`src/rtl/altfn_pkg.sv`:
```
// Package: shared types and constants for the Port B / Port C override logic.
// Assumes a single 125 MHz system clock domain.
package altfn_pkg;

  localparam int unsigned CLK_PERIOD_PS     = 8000;
  localparam int unsigned SPIKE_REJECT_PS   = 50000;
  // Least time: round up to whole cycles, at least one
  localparam int unsigned SPIKE_REJECT_CYC  =
    ((SPIKE_REJECT_PS + CLK_PERIOD_PS - 1) / CLK_PERIOD_PS) < 1 ? 1 :
    ((SPIKE_REJECT_PS + CLK_PERIOD_PS - 1) / CLK_PERIOD_PS);

  localparam int unsigned PORTB_WIDTH       = 8;
  localparam logic [7:0]  PORTB_RESET       = 8'h00;
  localparam logic [1:0]  PORTC_RESET       = 2'h0;
  localparam int unsigned PB_CAPTURE        = 0;
  localparam int unsigned PB_MATCH_A        = 1;
  localparam int unsigned PB_SELECT         = 2;
  localparam int unsigned PB_MOSI           = 3;
  localparam int unsigned PB_MISO           = 4;
  localparam int unsigned PB_SCK            = 5;
  localparam int unsigned PB_OSC1           = 6;
  localparam int unsigned PB_OSC2           = 7;

  // Per-pin override bundle
  typedef struct packed {
    logic pullup_ovr_enable;
    logic pullup_ovr_value;
    logic direction_ovr_enable;
    logic direction_ovr_value;
    logic pin_value_ovr_enable;
    logic pin_value_ovr_value;
    logic input_gate_ovr_enable;
    logic input_gate_ovr_value;
  } pin_ovr_t;

  // Resolved pad controls of one pin
  typedef struct packed {
    logic pullup_on;
    logic drive_en;
    logic drive_val;
    logic input_en;
  } pad_ctl_t;

  // SPI side of Port B
  typedef struct packed {
    logic serial_periph_on;
    logic spi_leader_role;
    logic sck_out;
    logic leader_data_out;
    logic follower_data_out;
  } spi_ctl_t;

  typedef struct packed {
    logic sck_in;
    logic leader_data_in;
    logic follower_data_in;
    logic select_active;
  } spi_in_t;

  // Timer side of Port B
  typedef struct packed {
    logic timer1_match_a_en;
    logic timer1_match_a_out;
    logic timer1_match_b_en;
    logic timer1_match_b_out;
    logic timer2_match_en;
    logic timer2_match_out;
  } timer_ctl_t;

  // Clock source and reset fuses
  typedef struct packed {
    logic onchip_rc_selected;
    logic outside_clock_selected;
    logic timer2_async_select;
    logic reset_pin_disable_fuse;
  } clk_cfg_t;

  // Pad control from the port bits and override signals
  function automatic pad_ctl_t resolve_pad(
    input pin_ovr_t ovr,
    input logic     dir_bit,
    input logic     out_bit,
    input logic     global_pullup_off
  );
    pad_ctl_t p;
    p.drive_en  = ovr.direction_ovr_enable ? ovr.direction_ovr_value
                                           : dir_bit;
    p.drive_val = ovr.pin_value_ovr_enable ? ovr.pin_value_ovr_value
                                           : out_bit;
    p.pullup_on = ovr.pullup_ovr_enable ? ovr.pullup_ovr_value
                : (!dir_bit && out_bit && !global_pullup_off);
    p.input_en  = ovr.input_gate_ovr_enable ? ovr.input_gate_ovr_value
                                            : 1'b1;
    return p;
  endfunction : resolve_pad

endpackage : altfn_pkg

```
`src/rtl/pad_sync.sv`:
```
// Two-flop synchroniser for pad inputs.
// Assumes asynchronous pad levels and one system clock.
`timescale 1ns/10ps
module pad_sync
  import altfn_pkg::*;
#(
  parameter int unsigned WIDTH = 1
) (
  input  wire logic             clk_sys,
  input  wire logic             sys_rst,
  input  wire logic [WIDTH-1:0] pad_async,
  output logic      [WIDTH-1:0] pad_synced
);

  typedef struct packed {
    logic [WIDTH-1:0] stage1;
    logic [WIDTH-1:0] stage2;
  } sync_state_t;

  sync_state_t state_reg;
  sync_state_t state_next;

  always_comb begin
    state_next        = state_reg;
    state_next.stage1 = pad_async;
    state_next.stage2 = state_reg.stage1;
  end

  always_ff @(posedge clk_sys) begin
    if (sys_rst) begin
      state_reg <= '0;
    end else begin
      state_reg <= state_next;
    end
  end

  assign pad_synced = state_reg.stage2;

endmodule : pad_sync

```
`src/rtl/spike_filter.sv`:
```
// Spike filter: output follows input only after it has been stable.
// Assumes input already synchronised to clk_sys.
`timescale 1ns/10ps
module spike_filter
  import altfn_pkg::*;
#(
  parameter int unsigned STABLE_CYC = SPIKE_REJECT_CYC
) (
  input  wire logic clk_sys,
  input  wire logic sys_rst,
  input  wire logic raw_in,
  output logic      filt_out
);

  localparam int unsigned CW = $clog2(STABLE_CYC + 1);

  typedef struct packed {
    logic [CW-1:0] count;
    logic          level;
  } filt_state_t;

  filt_state_t state_reg;
  filt_state_t state_next;

  always_comb begin
    state_next = state_reg;
    if (raw_in == state_reg.level) begin
      state_next.count = '0;
    end else if (state_reg.count == CW'(STABLE_CYC - 1)) begin
      state_next.level = raw_in;
      state_next.count = '0;
    end else begin
      state_next.count = state_reg.count + CW'(1);
    end
  end

  always_ff @(posedge clk_sys) begin
    if (sys_rst) begin
      state_reg <= '{count: '0, level: 1'b1};
    end else begin
      state_reg <= state_next;
    end
  end

  assign filt_out = state_reg.level;

endmodule : spike_filter

```
`src/rtl/port_b_c_alt_function_override.sv`:
```
// Override logic for Port B pins 7..0 and Port C pins 6 and 5.
// Assumes port bits and unit signals arrive on clk_sys; pads are async.
`timescale 1ns/10ps
// Functional notes
// - SPI follower forces select pin to input
// - Follower active only while select is low
// - SPI leader leaves select direction alone
// - Forced-input select keeps port-bit pull-up
// - Match B on bit 2 needs direction out
// - Match A on bit 1 needs direction out
// - Match pins also carry PWM waveform
// - Bit 0 pad feeds timer 1 capture
// - On-chip RC selection overrides oscillator pin bit 6; bit 7 also needs outside clock
// - Bit 7 overridden to zero when conditions met
// - MISO/MOSI split into leader and follower paths
// - Bit 3 value ORs SPI and timer 2
// - Fuse programmed: bit C6 ordinary I/O
// - Fuse unprogrammed: bit C6 is reset pin
// - Reset-pin C6 reads direction, output, input zero
// - Two-wire enable takes C5 as clock line
// - Clock input filters 50 ns, open-drain out
// - Pull-up override value wins when enabled
// - Direction override value wins when enabled
// - Pin value override wins when driving
// - Global pull-up off disables every pull-up except reset-pin C6's, which stays on
module port_b_c_alt_function_override
  import altfn_pkg::*;
(
  input  wire logic             clk_sys,
  input  wire logic             sys_rst,
  input  wire logic [7:0]       portb_direction,
  input  wire logic [7:0]       portb_output_latch,
  input  wire logic [7:0]       portb_pad_in,
  output logic      [7:0]       portb_pad_out,
  output logic      [7:0]       portb_pad_oe,
  output logic      [7:0]       portb_pullup_on,
  output logic      [7:0]       portb_input_read,
  input  wire logic             portc_bit6_direction,
  input  wire logic             portc_bit6_output_latch,
  input  wire logic             portc_bit5_direction,
  input  wire logic             portc_bit5_output_latch,
  input  wire logic [1:0]       portc_pad_in,
  output logic      [1:0]       portc_pad_out,
  output logic      [1:0]       portc_pad_oe,
  output logic      [1:0]       portc_pullup_on,
  output logic                  portc_bit6_direction_read,
  output logic                  portc_bit6_output_read,
  output logic                  portc_bit6_input_read,
  output logic                  portc_bit5_input_read,
  output logic                  reset_pin_level,
  input  wire logic             global_pullup_off,
  input  wire spi_ctl_t         spi_ctl,
  output spi_in_t               spi_in,
  input  wire timer_ctl_t       timer_ctl,
  output logic                  timer1_capture_in,
  input  wire clk_cfg_t         clk_cfg,
  input  wire logic             two_wire_on,
  input  wire logic             two_wire_clock_out,
  output logic                  two_wire_clock_in
);

  typedef struct packed {
    logic [7:0] pb_out;
    logic [7:0] pb_oe;
    logic [7:0] pb_pu;
    logic [7:0] pb_rd;
    logic [1:0] pc_out;
    logic [1:0] pc_oe;
    logic [1:0] pc_pu;
    logic       c6_dir_rd;
    logic       c6_out_rd;
    logic       c6_in_rd;
    logic       c5_in_rd;
    logic       rst_lvl;
    spi_in_t    spi;
    logic       cap_in;
  } ovr_state_t;

  ovr_state_t state_reg;
  ovr_state_t state_next;

  logic [7:0] pb_sync;
  logic [1:0] pc_sync;
  logic       scl_filt;

  pad_sync #(
    .WIDTH (10)
  ) u_pad_sync (
    .clk_sys    (clk_sys),
    .sys_rst    (sys_rst),
    .pad_async  ({portc_pad_in, portb_pad_in}),
    .pad_synced ({pc_sync, pb_sync})
  );

  spike_filter #(
    .STABLE_CYC (SPIKE_REJECT_CYC)
  ) u_scl_filter (
    .clk_sys  (clk_sys),
    .sys_rst  (sys_rst),
    .raw_in   (pc_sync[0]),
    .filt_out (scl_filt)
  );

  pin_ovr_t [7:0] pb_ovr;
  pin_ovr_t [1:0] pc_ovr;
  logic           spi_follower;
  logic           spi_leader;
  logic           osc_ovr;
  logic           osc2_ovr;
  logic           pu_forced;

  always_comb begin
    pad_ctl_t pc;
    pc           = '0;
    state_next   = state_reg;
    pb_ovr       = '0;
    pc_ovr       = '0;
    spi_follower = spi_ctl.serial_periph_on && !spi_ctl.spi_leader_role;
    spi_leader   = spi_ctl.serial_periph_on && spi_ctl.spi_leader_role;
    osc_ovr      = clk_cfg.onchip_rc_selected
                || clk_cfg.timer2_async_select;
    osc2_ovr     = clk_cfg.outside_clock_selected && osc_ovr;
    pu_forced    = !global_pullup_off;

    // Oscillator pins: pull-up, driver and input forced off
    pb_ovr[PB_OSC2].pullup_ovr_enable     = osc2_ovr;
    pb_ovr[PB_OSC2].direction_ovr_enable  = osc2_ovr;
    pb_ovr[PB_OSC2].input_gate_ovr_enable = osc2_ovr;
    pb_ovr[PB_OSC1].pullup_ovr_enable     = osc_ovr;
    pb_ovr[PB_OSC1].direction_ovr_enable  = osc_ovr;
    pb_ovr[PB_OSC1].input_gate_ovr_enable = osc_ovr;

    // Clock pin: input in follower role, driven by SPI as leader
    pb_ovr[PB_SCK].pullup_ovr_enable    = spi_follower;
    pb_ovr[PB_SCK].pullup_ovr_value     =
      portb_output_latch[PB_SCK] && pu_forced;
    pb_ovr[PB_SCK].direction_ovr_enable = spi_follower;
    pb_ovr[PB_SCK].pin_value_ovr_enable = spi_leader;
    pb_ovr[PB_SCK].pin_value_ovr_value  = spi_ctl.sck_out;

    // MISO: input as leader, follower output path
    pb_ovr[PB_MISO].pullup_ovr_enable    = spi_leader;
    pb_ovr[PB_MISO].pullup_ovr_value     =
      portb_output_latch[PB_MISO] && pu_forced;
    pb_ovr[PB_MISO].direction_ovr_enable = spi_leader;
    pb_ovr[PB_MISO].pin_value_ovr_enable = spi_follower;
    pb_ovr[PB_MISO].pin_value_ovr_value  =
      spi_ctl.follower_data_out;

    // MOSI / timer 2 match
    pb_ovr[PB_MOSI].pullup_ovr_enable    = spi_follower;
    pb_ovr[PB_MOSI].pullup_ovr_value     =
      portb_output_latch[PB_MOSI] && pu_forced;
    pb_ovr[PB_MOSI].direction_ovr_enable = spi_follower;
    pb_ovr[PB_MOSI].pin_value_ovr_enable =
      spi_leader || timer_ctl.timer2_match_en;
    pb_ovr[PB_MOSI].pin_value_ovr_value  =
      (spi_leader && spi_ctl.leader_data_out)
      || (timer_ctl.timer2_match_en
          && timer_ctl.timer2_match_out);

    // Select pin / timer 1 match B
    pb_ovr[PB_SELECT].pullup_ovr_enable    = spi_follower;
    pb_ovr[PB_SELECT].pullup_ovr_value     =
      portb_output_latch[PB_SELECT] && pu_forced;
    pb_ovr[PB_SELECT].direction_ovr_enable = spi_follower;
    pb_ovr[PB_SELECT].direction_ovr_value  = 1'b0;
    pb_ovr[PB_SELECT].pin_value_ovr_enable =
      timer_ctl.timer1_match_b_en;
    pb_ovr[PB_SELECT].pin_value_ovr_value  =
      timer_ctl.timer1_match_b_out;

    // Timer 1 match A
    pb_ovr[PB_MATCH_A].pin_value_ovr_enable =
      timer_ctl.timer1_match_a_en;
    pb_ovr[PB_MATCH_A].pin_value_ovr_value  =
      timer_ctl.timer1_match_a_out;

    // Port C bit 6: reset pin unless the fuse is programmed
    pc_ovr[1].pullup_ovr_enable     = !clk_cfg.reset_pin_disable_fuse;
    pc_ovr[1].pullup_ovr_value      = 1'b1;
    pc_ovr[1].direction_ovr_enable  = !clk_cfg.reset_pin_disable_fuse;
    pc_ovr[1].input_gate_ovr_enable = !clk_cfg.reset_pin_disable_fuse;

    // Port C bit 5: two-wire clock, open drain
    pc_ovr[0].pullup_ovr_enable    = two_wire_on;
    pc_ovr[0].pullup_ovr_value     =
      portc_bit5_output_latch && pu_forced;
    pc_ovr[0].direction_ovr_enable = two_wire_on;
    pc_ovr[0].direction_ovr_value  = !two_wire_clock_out;
    pc_ovr[0].pin_value_ovr_enable = two_wire_on;
    pc_ovr[0].pin_value_ovr_value  = 1'b0;

    for (int i = 0; i < PORTB_WIDTH; i++) begin
      pc = resolve_pad(pb_ovr[i], portb_direction[i],
                       portb_output_latch[i],
                       global_pullup_off);
      state_next.pb_out[i] = pc.drive_val;
      state_next.pb_oe[i]  = pc.drive_en;
      state_next.pb_pu[i]  = pc.pullup_on;
      state_next.pb_rd[i]  = pc.input_en && pb_sync[i];
    end

    pc = resolve_pad(pc_ovr[1], portc_bit6_direction,
                     portc_bit6_output_latch, global_pullup_off);
    state_next.pc_out[1] = pc.drive_val;
    state_next.pc_oe[1]  = pc.drive_en;
    state_next.pc_pu[1]  = pc.pullup_on;
    state_next.c6_in_rd  = pc.input_en && pc_sync[1];
    state_next.c6_dir_rd = clk_cfg.reset_pin_disable_fuse
                         && portc_bit6_direction;
    state_next.c6_out_rd = clk_cfg.reset_pin_disable_fuse
                         && portc_bit6_output_latch;
    // Only when the pin is the reset pin does it reach reset circuitry
    state_next.rst_lvl   = clk_cfg.reset_pin_disable_fuse
                         || pc_sync[1];

    pc = resolve_pad(pc_ovr[0], portc_bit5_direction,
                     portc_bit5_output_latch, global_pullup_off);
    state_next.pc_out[0] = pc.drive_val;
    state_next.pc_oe[0]  = pc.drive_en;
    state_next.pc_pu[0]  = pc.pullup_on;
    state_next.c5_in_rd  = pc_sync[0];

    // Inputs to the units
    state_next.spi.sck_in           = pb_sync[PB_SCK];
    state_next.spi.leader_data_in   = pb_sync[PB_MISO];
    state_next.spi.follower_data_in = pb_sync[PB_MOSI];
    state_next.spi.select_active    =
      spi_follower && !pb_sync[PB_SELECT];
    state_next.cap_in               = pb_sync[PB_CAPTURE];
  end

  always_ff @(posedge clk_sys) begin
    if (sys_rst) begin
      state_reg         <= '0;
      state_reg.rst_lvl <= 1'b1;
    end else begin
      state_reg <= state_next;
    end
  end

  assign portb_pad_out             = state_reg.pb_out;
  assign portb_pad_oe              = state_reg.pb_oe;
  assign portb_pullup_on           = state_reg.pb_pu;
  assign portb_input_read          = state_reg.pb_rd;
  assign portc_pad_out             = state_reg.pc_out;
  assign portc_pad_oe              = state_reg.pc_oe;
  assign portc_pullup_on           = state_reg.pc_pu;
  assign portc_bit6_direction_read = state_reg.c6_dir_rd;
  assign portc_bit6_output_read    = state_reg.c6_out_rd;
  assign portc_bit6_input_read     = state_reg.c6_in_rd;
  assign portc_bit5_input_read     = state_reg.c5_in_rd;
  assign reset_pin_level           = state_reg.rst_lvl;
  assign spi_in                    = state_reg.spi;
  assign timer1_capture_in         = state_reg.cap_in;
  assign two_wire_clock_in         = two_wire_on ? scl_filt : 1'b1;

endmodule : port_b_c_alt_function_override

```
`config.mk`:
```
export PLATFORM = sky130hd
export DESIGN_NAME = port_b_c_alt_function_override
export DESIGN_NICKNAME = d
export VERILOG_FILES = /design/src/rtl/altfn_pkg.sv /design/src/rtl/pad_sync.sv /design/src/rtl/spike_filter.sv /design/src/rtl/port_b_c_alt_function_override.sv
export SDC_FILE = /design/constraint.sdc
export NUM_CORES = 1
export LEC_CHECK = 0
export BUFFER_PORTS_ARGS = -buffer_cell sky130_fd_sc_hd__buf_2
export CORE_ASPECT_RATIO = 0.8
export CORE_MARGIN = 2
export CORE_UTILIZATION = 30
export CTS_BUF_LIST = sky130_fd_sc_hd__clkbuf_4
export DETAILED_ROUTE_END_ITERATION = 10
export SLEW_MARGIN = 15
export SYNTH_ARGS = -nofsm -noshare
export SYNTH_HDL_FRONTEND = slang
export SYNTH_HIERARCHICAL = 1
export SYNTH_SLANG_ARGS = --single-unit
```
`constraint.sdc`:
```
create_clock -name clk_sys -period 1.1 [get_ports clk_sys]
set_input_delay 0.11 -clock clk_sys [delete_from_list [all_inputs] [get_ports clk_sys]]
set_output_delay 0.11 -clock clk_sys [all_outputs]
set_load 0.02 [all_outputs]
```
==> flow_summary.yaml, run 1 <==
placement:
  portBuffers: 98
  dp_hpwl_um: 3000
  detailed_place.area_mm2: 0.00273
  gp_congestion: 0.756
logic_synthesis:
  synth.area.top_cells: "dfxtp_1 (63%), nor2b_2 (6.9%), nor2b_1 (4.0%), nor2b_4 (2.5%), buf_6 (2.1%)"
  syn_avg_cell_area_um2: 12.3
  netlist.area_leader.share_pct: 62.7
  ys_top_cells_by_count: "dfxtp_1 (68), nor2b_2 (17), nor2b_1 (14)"
  synth-edff-count: 0
  synth-async-reset-ratio_pct: 0
  ys.flop_type: "dfxtp_1"
  yosysTopAreaCell: "dfxtp_1"
  synth_cells: 177
  synth_seq_cells: 68
  synth_cell_types: 34
  syn-cell-area_mm2: 0.00217
  synth.most_common_cell: "dfxtp_1"
  synth-seq-area-share_pct: 62.7
  syn_nets: 229
  yosysWarnings: 6
clock_tree:
  clkSlewWorstSetupHoldPaths_ns: 0.11
  cts-root-buf: "clkbuf_4"
  tritoncts: "yes"
  clkSinkCount: 68
  clkLatencyLatePin_ns: 0.39
  cts_buffers: 9
  cts_max_path_buffers: 2
  htree_levels: 3
route:
  wl_um: 4940
  drtIter0Drc: 30
  drt-wirelength-per-cell_um: 11.6
  detail-route-antenna-nets: 0
  drc: 0
  vias: 1739
  drt_pass1_iterations: 4
  via_per_inst: 4.08
worst_setup_path:
  worstReg2RegEnd: "u_scl_filter/state_reg[3]$_SDFF_PP0_"
  crit_type: "flop to flop"
  cp_data_required_time_ns: 1.43
  arrival_ns: 1.49
  r2r_cells: 3
  crit_start: "u_scl_filter/state_reg[1]$_SDFF_PP0_"
  max_stage_delay_ns: 0.38
  cp-end-kind: "flop"
  cp-start-kind: "flop"
  crit_path_top_delay_cell: "or3b_1"
  rr_startpoint: "u_scl_filter/state_reg[1]$_SDFF_PP0_"
  rrSetupSlack_ns: -0.06
  critPathMaxFanout: 3
  path_cells: "ha_1 > or3b_1 > a211oi_2"
timing:
  report.final.setup_viol: 4
  timing.hold.ws_ns: 0.0528
  finalCriticalPeriod_ns: 1.16
  skew_ns: 0.00774
  hold_violations: 0
  finalSetupTns_ns: -0.106
  worst_slew_pin_slew_ns: 0.341
  fin_ws_ns: -0.0599
  fmax_ghz: 0.862
  rsz0062_at_grt: "true"
  slew_headroom_pct: 77.2
  fin_crit_sh_pct: 105
  maxSlewViolCount: 0
layout:
  register_area_mm2: 0.00136
  drive_above_1_share_pct: 44.5
  final_nets: 386
  antenna_cells: 0
  n_fill_cell: 644
  design_area_mm2: 0.00345
  multiInputGateArea_um2: 746
  syn_to_final_growth_pct: 59.0
floorplan:
  core_mm2: 0.00696
  initial_core_util_pct: 31.2
  fp.dieW_um: 99.1
  die_y_um: 80.1
  die_area_mm2: 0.00794
  num_io_pins: 99
  core.rowCount: 27
global_route:
  grt_pass1_wl_um: 7890
  antenna_found_initial: 0
  grt_pass1_vias: 1745
  overflow: 0
  grt_max_degree: 32
  grt_use_total_pct: 13.0
min_path:
  holdPathStages: 3
  worstHoldStart: "spi_ctl[4]"
  hold_end: "portb_pullup_on[5]$_SDFF_PP0_"
  hold_class: "primary input to flop"
power:
  clkPwrFrac_pct: 35.4
  p_int_w: 0.00384
  seqPwrFrac_pct: 51.8
  vdd_drop_max_v: 0.000827
  comb_power_share_pct: 12.8
  p_leak_nw: 1.63
  switching_share_pct: 23.7
  switching_power_w: 0.00119
  power_density_mw_per_mm2: 1460
  power_w: 0.00502
outcome:
  violations: "setup timing"
  outcome: "finished, violations left"
flow_run:
  maxCapViolCount: 0
[layer usage]
metal  part of all wire, %  wire length, um  track usage, %
met1                    42             2050            14.0
met2                    48             2390            21.8
met3                   8.3              411            6.44
met4                   1.7               86            5.34
met5                     0                0               0
[what timing repair did]
| action | 4_1_cts | 5_1_grt |
|---|---|---|
| setup buffers | 0 | 1 |
| resized for setup | 7 | 0 |
| pin swaps | 0 | 1 |
| endpoints found under the setup margin | 5 | 6 |
| hold buffers | 53 | 1 |
| endpoints found under the hold margin | 45 | 1 |
[cell type report]
type                       count  area share, %
clock inverter                 7           2.65
timing repair buffer         155           31.0
clock buffer                   9           1.96
tap                           87           3.15
multi-input combinational     99           21.6
sequential                    68           39.5
inverter                       1          0.109
[metrics by stage]
step                util [%]  setup slack, ns  cells
floorplan                  -          -0.0581    177
detailed placement      39.2           -0.115    356
global route            49.6           -0.159    426
finish                  49.6          -0.0599    426
CTS                     49.5          -0.0681    425
global placement        39.2          -0.0863    356
[critical path: cells and delay by family (launching register included)]
family | cells | cell delay [ns]
simple gates | 1 | 0.38
flops | 1 | 0.35
compound gates | 1 | 0.17
fa+ha+maj | 1 | 0.20
[how the worst max path moves through the flow]
stage / end / slack [ns] / cells after the start
3_5_place_dp: u_scl_filter/state_reg[3]$_SDFF_PP0_ / -0.11 / 4
2_1_floorplan: u_scl_filter/state_reg[3]$_SDFF_PP0_ / -0.06 / 4
4_1_cts: u_scl_filter/state_reg[3]$_SDFF_PP0_ / -0.07 / 3
3_3_place_gp: u_scl_filter/state_reg[3]$_SDFF_PP0_ / -0.09 / 4
6_report: u_scl_filter/state_reg[3]$_SDFF_PP0_ / -0.06 / 3
5_1_grt: u_scl_filter/state_reg[3]$_SDFF_PP0_ / -0.16 / 3
[layout by cell type (no fill, tap or decap), types with 2 or more instances in the layout]
cell	count
nor2b_2	17
dlygate4sd3_1	53
dfxtp_2	2
and2_1	7
clkbuf_4	9
nand2_1	7
nand2b_4	2
buf_2	97
a2111oi_1	2
nor2_1	7
nor2b_1	14
bufinv_16	2
mux2i_1	3
and3_1	3
nand2b_1	3
nor3b_1	4
clkinv_2	3
and2_2	2
buf_4	3
nor2b_4	4
a21oi_1	7
nand3b_1	2
dfxtp_1	66
[cell families (layout without fill, tap and decap cells)]
kind of cell,after synthesis,in the layout,synth area share (%)
and+or+nand+nor,79,79,25.8
xor gates and xnor gates,1,1,0.404
buffers and inverters,10,172,3.86
muxes,3,3,1.38
DFF,68,68,62.7
AOI/OAI and AO/OA,14,14,4.73
adders and majority gates,2,2,1.15
[power groups by stage]
stage | sequential, W | clock (W) | combinational (W)
2_1_floorplan | 0.00274 | 0 | 0.000196
3_3_place_gp | 0.00266 | 0 | 0.000480
6_report | 0.00260 | 0.00178 | 0.000641
4_1_cts | 0.00260 | 0.00187 | 0.000634
3_5_place_dp | 0.00266 | 0 | 0.000483
5_1_grt | 0.00262 | 0.00199 | 0.000699
Note: power is estimated with default switching activity, not from simulation.
==> run 2, diff against run 1 <==
CORE_MARGIN = unset   (was 2)
SYNTH_HIERARCHICAL = unset   (was 1)
==> run 2 against run 1 <==
Compared with the run above:
- the flow now finishes without violations
- global-route usage up 1.1 points
- combinational power shrank 3.4%
- non-clock buffer count decreased by 3
- sequential cell count stayed put
- hold slack got worse by 0.0076 ns
- first-iteration DRC count grew 63%
- critical path type is now flop to primary output
- highest routed layer unchanged
==> flow_summary.yaml, run 2 <==
clock_tree:
  clkSlewWorstSetupHoldPaths_ns: 0.11
  tritoncts: "yes"
  clkLatencyLatePin_ns: 0.40
  cts-root-buf: "clkbuf_4"
  cts_max_path_buffers: 2
  clkSinkCount: 68
  htree_levels: 3
  cts_buffers: 9
timing:
  slew_headroom_pct: 74.5
  skew_ns: 0.0195
  hold_violations: 0
  fin_crit_sh_pct: 99.6
  fin_ws_ns: 0.00426
  rsz0062_at_grt: "true"
  worst_slew_pin_slew_ns: 0.383
  timing.hold.ws_ns: 0.0452
  report.final.setup_viol: 0
  finalCriticalPeriod_ns: 1.10
  fmax_ghz: 0.913
  maxSlewViolCount: 0
worst_setup_path:
  r2r_cells: 4
  max_stage_delay_ns: 0.34
  critPathMaxFanout: 2
  cp_data_required_time_ns: 0.99
  crit_path_top_delay_cell: "dfxtp_2"
  cp-end-kind: "primary output"
  crit_start: "u_scl_filter.filt_out$_SDFFE_PP1P_"
  arrival_ns: 0.99
  path_cells: "nand2b_4 > buf_6"
  crit_type: "flop to primary output"
  cp-start-kind: "flop"
  rr_startpoint: "u_scl_filter.state_reg[1]$_SDFF_PP0_"
logic_synthesis:
  yosysTopAreaCell: "dfxtp_1"
  synth.most_common_cell: "dfxtp_1"
  synth_seq_cells: 68
  syn_avg_cell_area_um2: 11.7
  ys.flop_type: "dfxtp_1"
  yosysWarnings: 0
  synth_cells: 178
  syn_nets: 230
  synth_cell_types: 34
  synth-seq-area-share_pct: 65.3
  netlist.area_leader.share_pct: 65.3
  synth-edff-count: 0
  synth-async-reset-ratio_pct: 0
  synth.area.top_cells: "dfxtp_1 (65%), nor2b_1 (9.9%), and2_1 (2.1%), mux2i_1 (1.9%), a21oi_1 (1.7%)"
  syn-cell-area_mm2: 0.00209
  ys_top_cells_by_count: "dfxtp_1 (68), nor2b_1 (33), nor2_1 (9)"
global_route:
  grt_use_total_pct: 14.1
  grt_pass1_wl_um: 7540
  antenna_found_initial: 0
  overflow: 0
  grt_max_degree: 21
  grt_pass1_vias: 1637
layout:
  layout_common_cells: "buf_2 (93), dfxtp_1 (67), dlygate4sd3_1 (49)"
  n_fill_cell: 591
  antenna_cells: 0
  register_area_mm2: 0.00136
  syn_to_final_growth_pct: 60.6
  multiInputGateArea_um2: 691
  final_common_cell: "buf_2"
  final_nets: 384
  stdcell_count: 421
  drive_above_1_share_pct: 39.5
floorplan:
  core_mm2: 0.00654
  num_io_pins: 99
  die_y_um: 76.6
  die_area_mm2: 0.00729
  fp.dieW_um: 95.2
  initial_core_util_pct: 31.9
  core.rowCount: 26
route:
  drt_pass1_iterations: 4
  via_per_inst: 4.15
  detail-route-antenna-nets: 0
  wl_um: 4860
  drt-wirelength-per-cell_um: 11.5
  drtIter0Drc: 49
  vias: 1747
  drc: 0
placement:
  portBuffers: 98
  gp_congestion: 0.730
  dp_hpwl_um: 2970
  dp_slack_ns: 0.0173
  dp_cells: 355
power:
  p_int_w: 0.00362
  switching_power_w: 0.00119
  comb_power_share_pct: 12.9
  clkPwrFrac_pct: 33.0
  switching_share_pct: 24.8
  vdd_drop_max_v: 0.000651
  seqPwrFrac_pct: 54.1
  p_leak_nw: 1.58
  power_density_mw_per_mm2: 1440
min_path:
  worstHoldStart: "spi_ctl[4]"
  holdPathStages: 3
  hold_class: "primary input to flop"
flow_run:
  maxCapViolCount: 0
outcome:
  outcome: "completed"
==> run 2: worst max-delay path, delay by kind of cell (launching register included) <==
family	cells	cell delay, ns
flops	1	0.34
simple gates	1	0.13
buf+inv	1	0.12
==> run 2: what timing repair did <==
| item | in CTS | in global routing |
|---|---|---|
| hold endpoints to repair | 44 | 1 |
| hold buffers | 51 | 1 |
| setup buffers | 1 | 0 |
| endpoints found under the setup margin | 1 | 11 |
| gates resized for setup | 5 | 9 |
==> run 2: through the flow <==
| stage | total power (W) | util (%) | TNS (ns) | instance area, um^2 |
|---|---|---|---|---|
| 2_1_floorplan | 0.00291 | - | 0 | 2090 |
| 3_3_place_gp | 0.00311 | 40.6 | 0 | 2660 |
| 3_5_place_dp | 0.00312 | 40.6 | 0 | 2660 |
| 4_1_cts | 0.00487 | 51.0 | -0.0323 | 3330 |
| 5_1_grt | 0.00507 | 51.2 | -0.0960 | 3350 |
| 6_report | 0.00481 | 51.2 | 0 | 3350 |
==> run 2: metal layers <==
metal | global-route usage, % | routed length (um) | part of all wire (%) | vias up
li1 | - | - | - | 880
met1 | 14.3 | 1960 | 40 | 792
met5 | 0 | 0 | 0 | -
met3 | 8.58 | 457 | 9.4 | 2
met4 | 4.55 | 24 | 0.49 | 0
met2 | 23.6 | 2420 | 50 | 73
==> run 2: worst paths after layout <==
path,to,slack (ns)
worst max-delay path,two_wire_clock_in,0.004
worst min register to register,spi_in[0]$_SDFF_PP0_,0.43
worst min-delay path,spi_in[0]$_SDFF_PP0_,0.05
worst max register to register,u_scl_filter.filt_out$_SDFFE_PP1P_,0.07
==> run 2: logic make-up (layout without fill, tap and decap cells) <==
group	Yosys count	count (layout)	share of synthesized area [%]
AO/OA/AOI/OAI	13	13	4.08
multiplexers	4	4	1.92
flip-flops	68	68	65.3
XOR/XNOR	1	1	0.420
AND/OR/NAND/NOR	80	80	23.7
adder cells (fa/ha/maj)	2	2	1.20
buffers and inverters	10	169	3.42
==> run 2: power groups by stage <==
stage | clock network, W | logic (W) | registers, W
5_1_grt | 0.00178 | 0.000671 | 0.00262
3_3_place_gp | 0 | 0.000455 | 0.00266
4_1_cts | 0.00167 | 0.000601 | 0.00260
2_1_floorplan | 0 | 0.000167 | 0.00274
6_report | 0.00159 | 0.000619 | 0.00260
3_5_place_dp | 0 | 0.000461 | 0.00266
==> run 2: area by class of cell <==
| class | count | area share [%] |
|---|---|---|
| flip-flops and latches | 68 | 40.7 |
| repair buffers | 152 | 31.3 |
| multi-input cells | 100 | 20.6 |
| well taps | 84 | 3.14 |
| clock buffers | 10 | 2.24 |
| clock inverters | 6 | 1.94 |
| inverters | 1 | 0.112 |
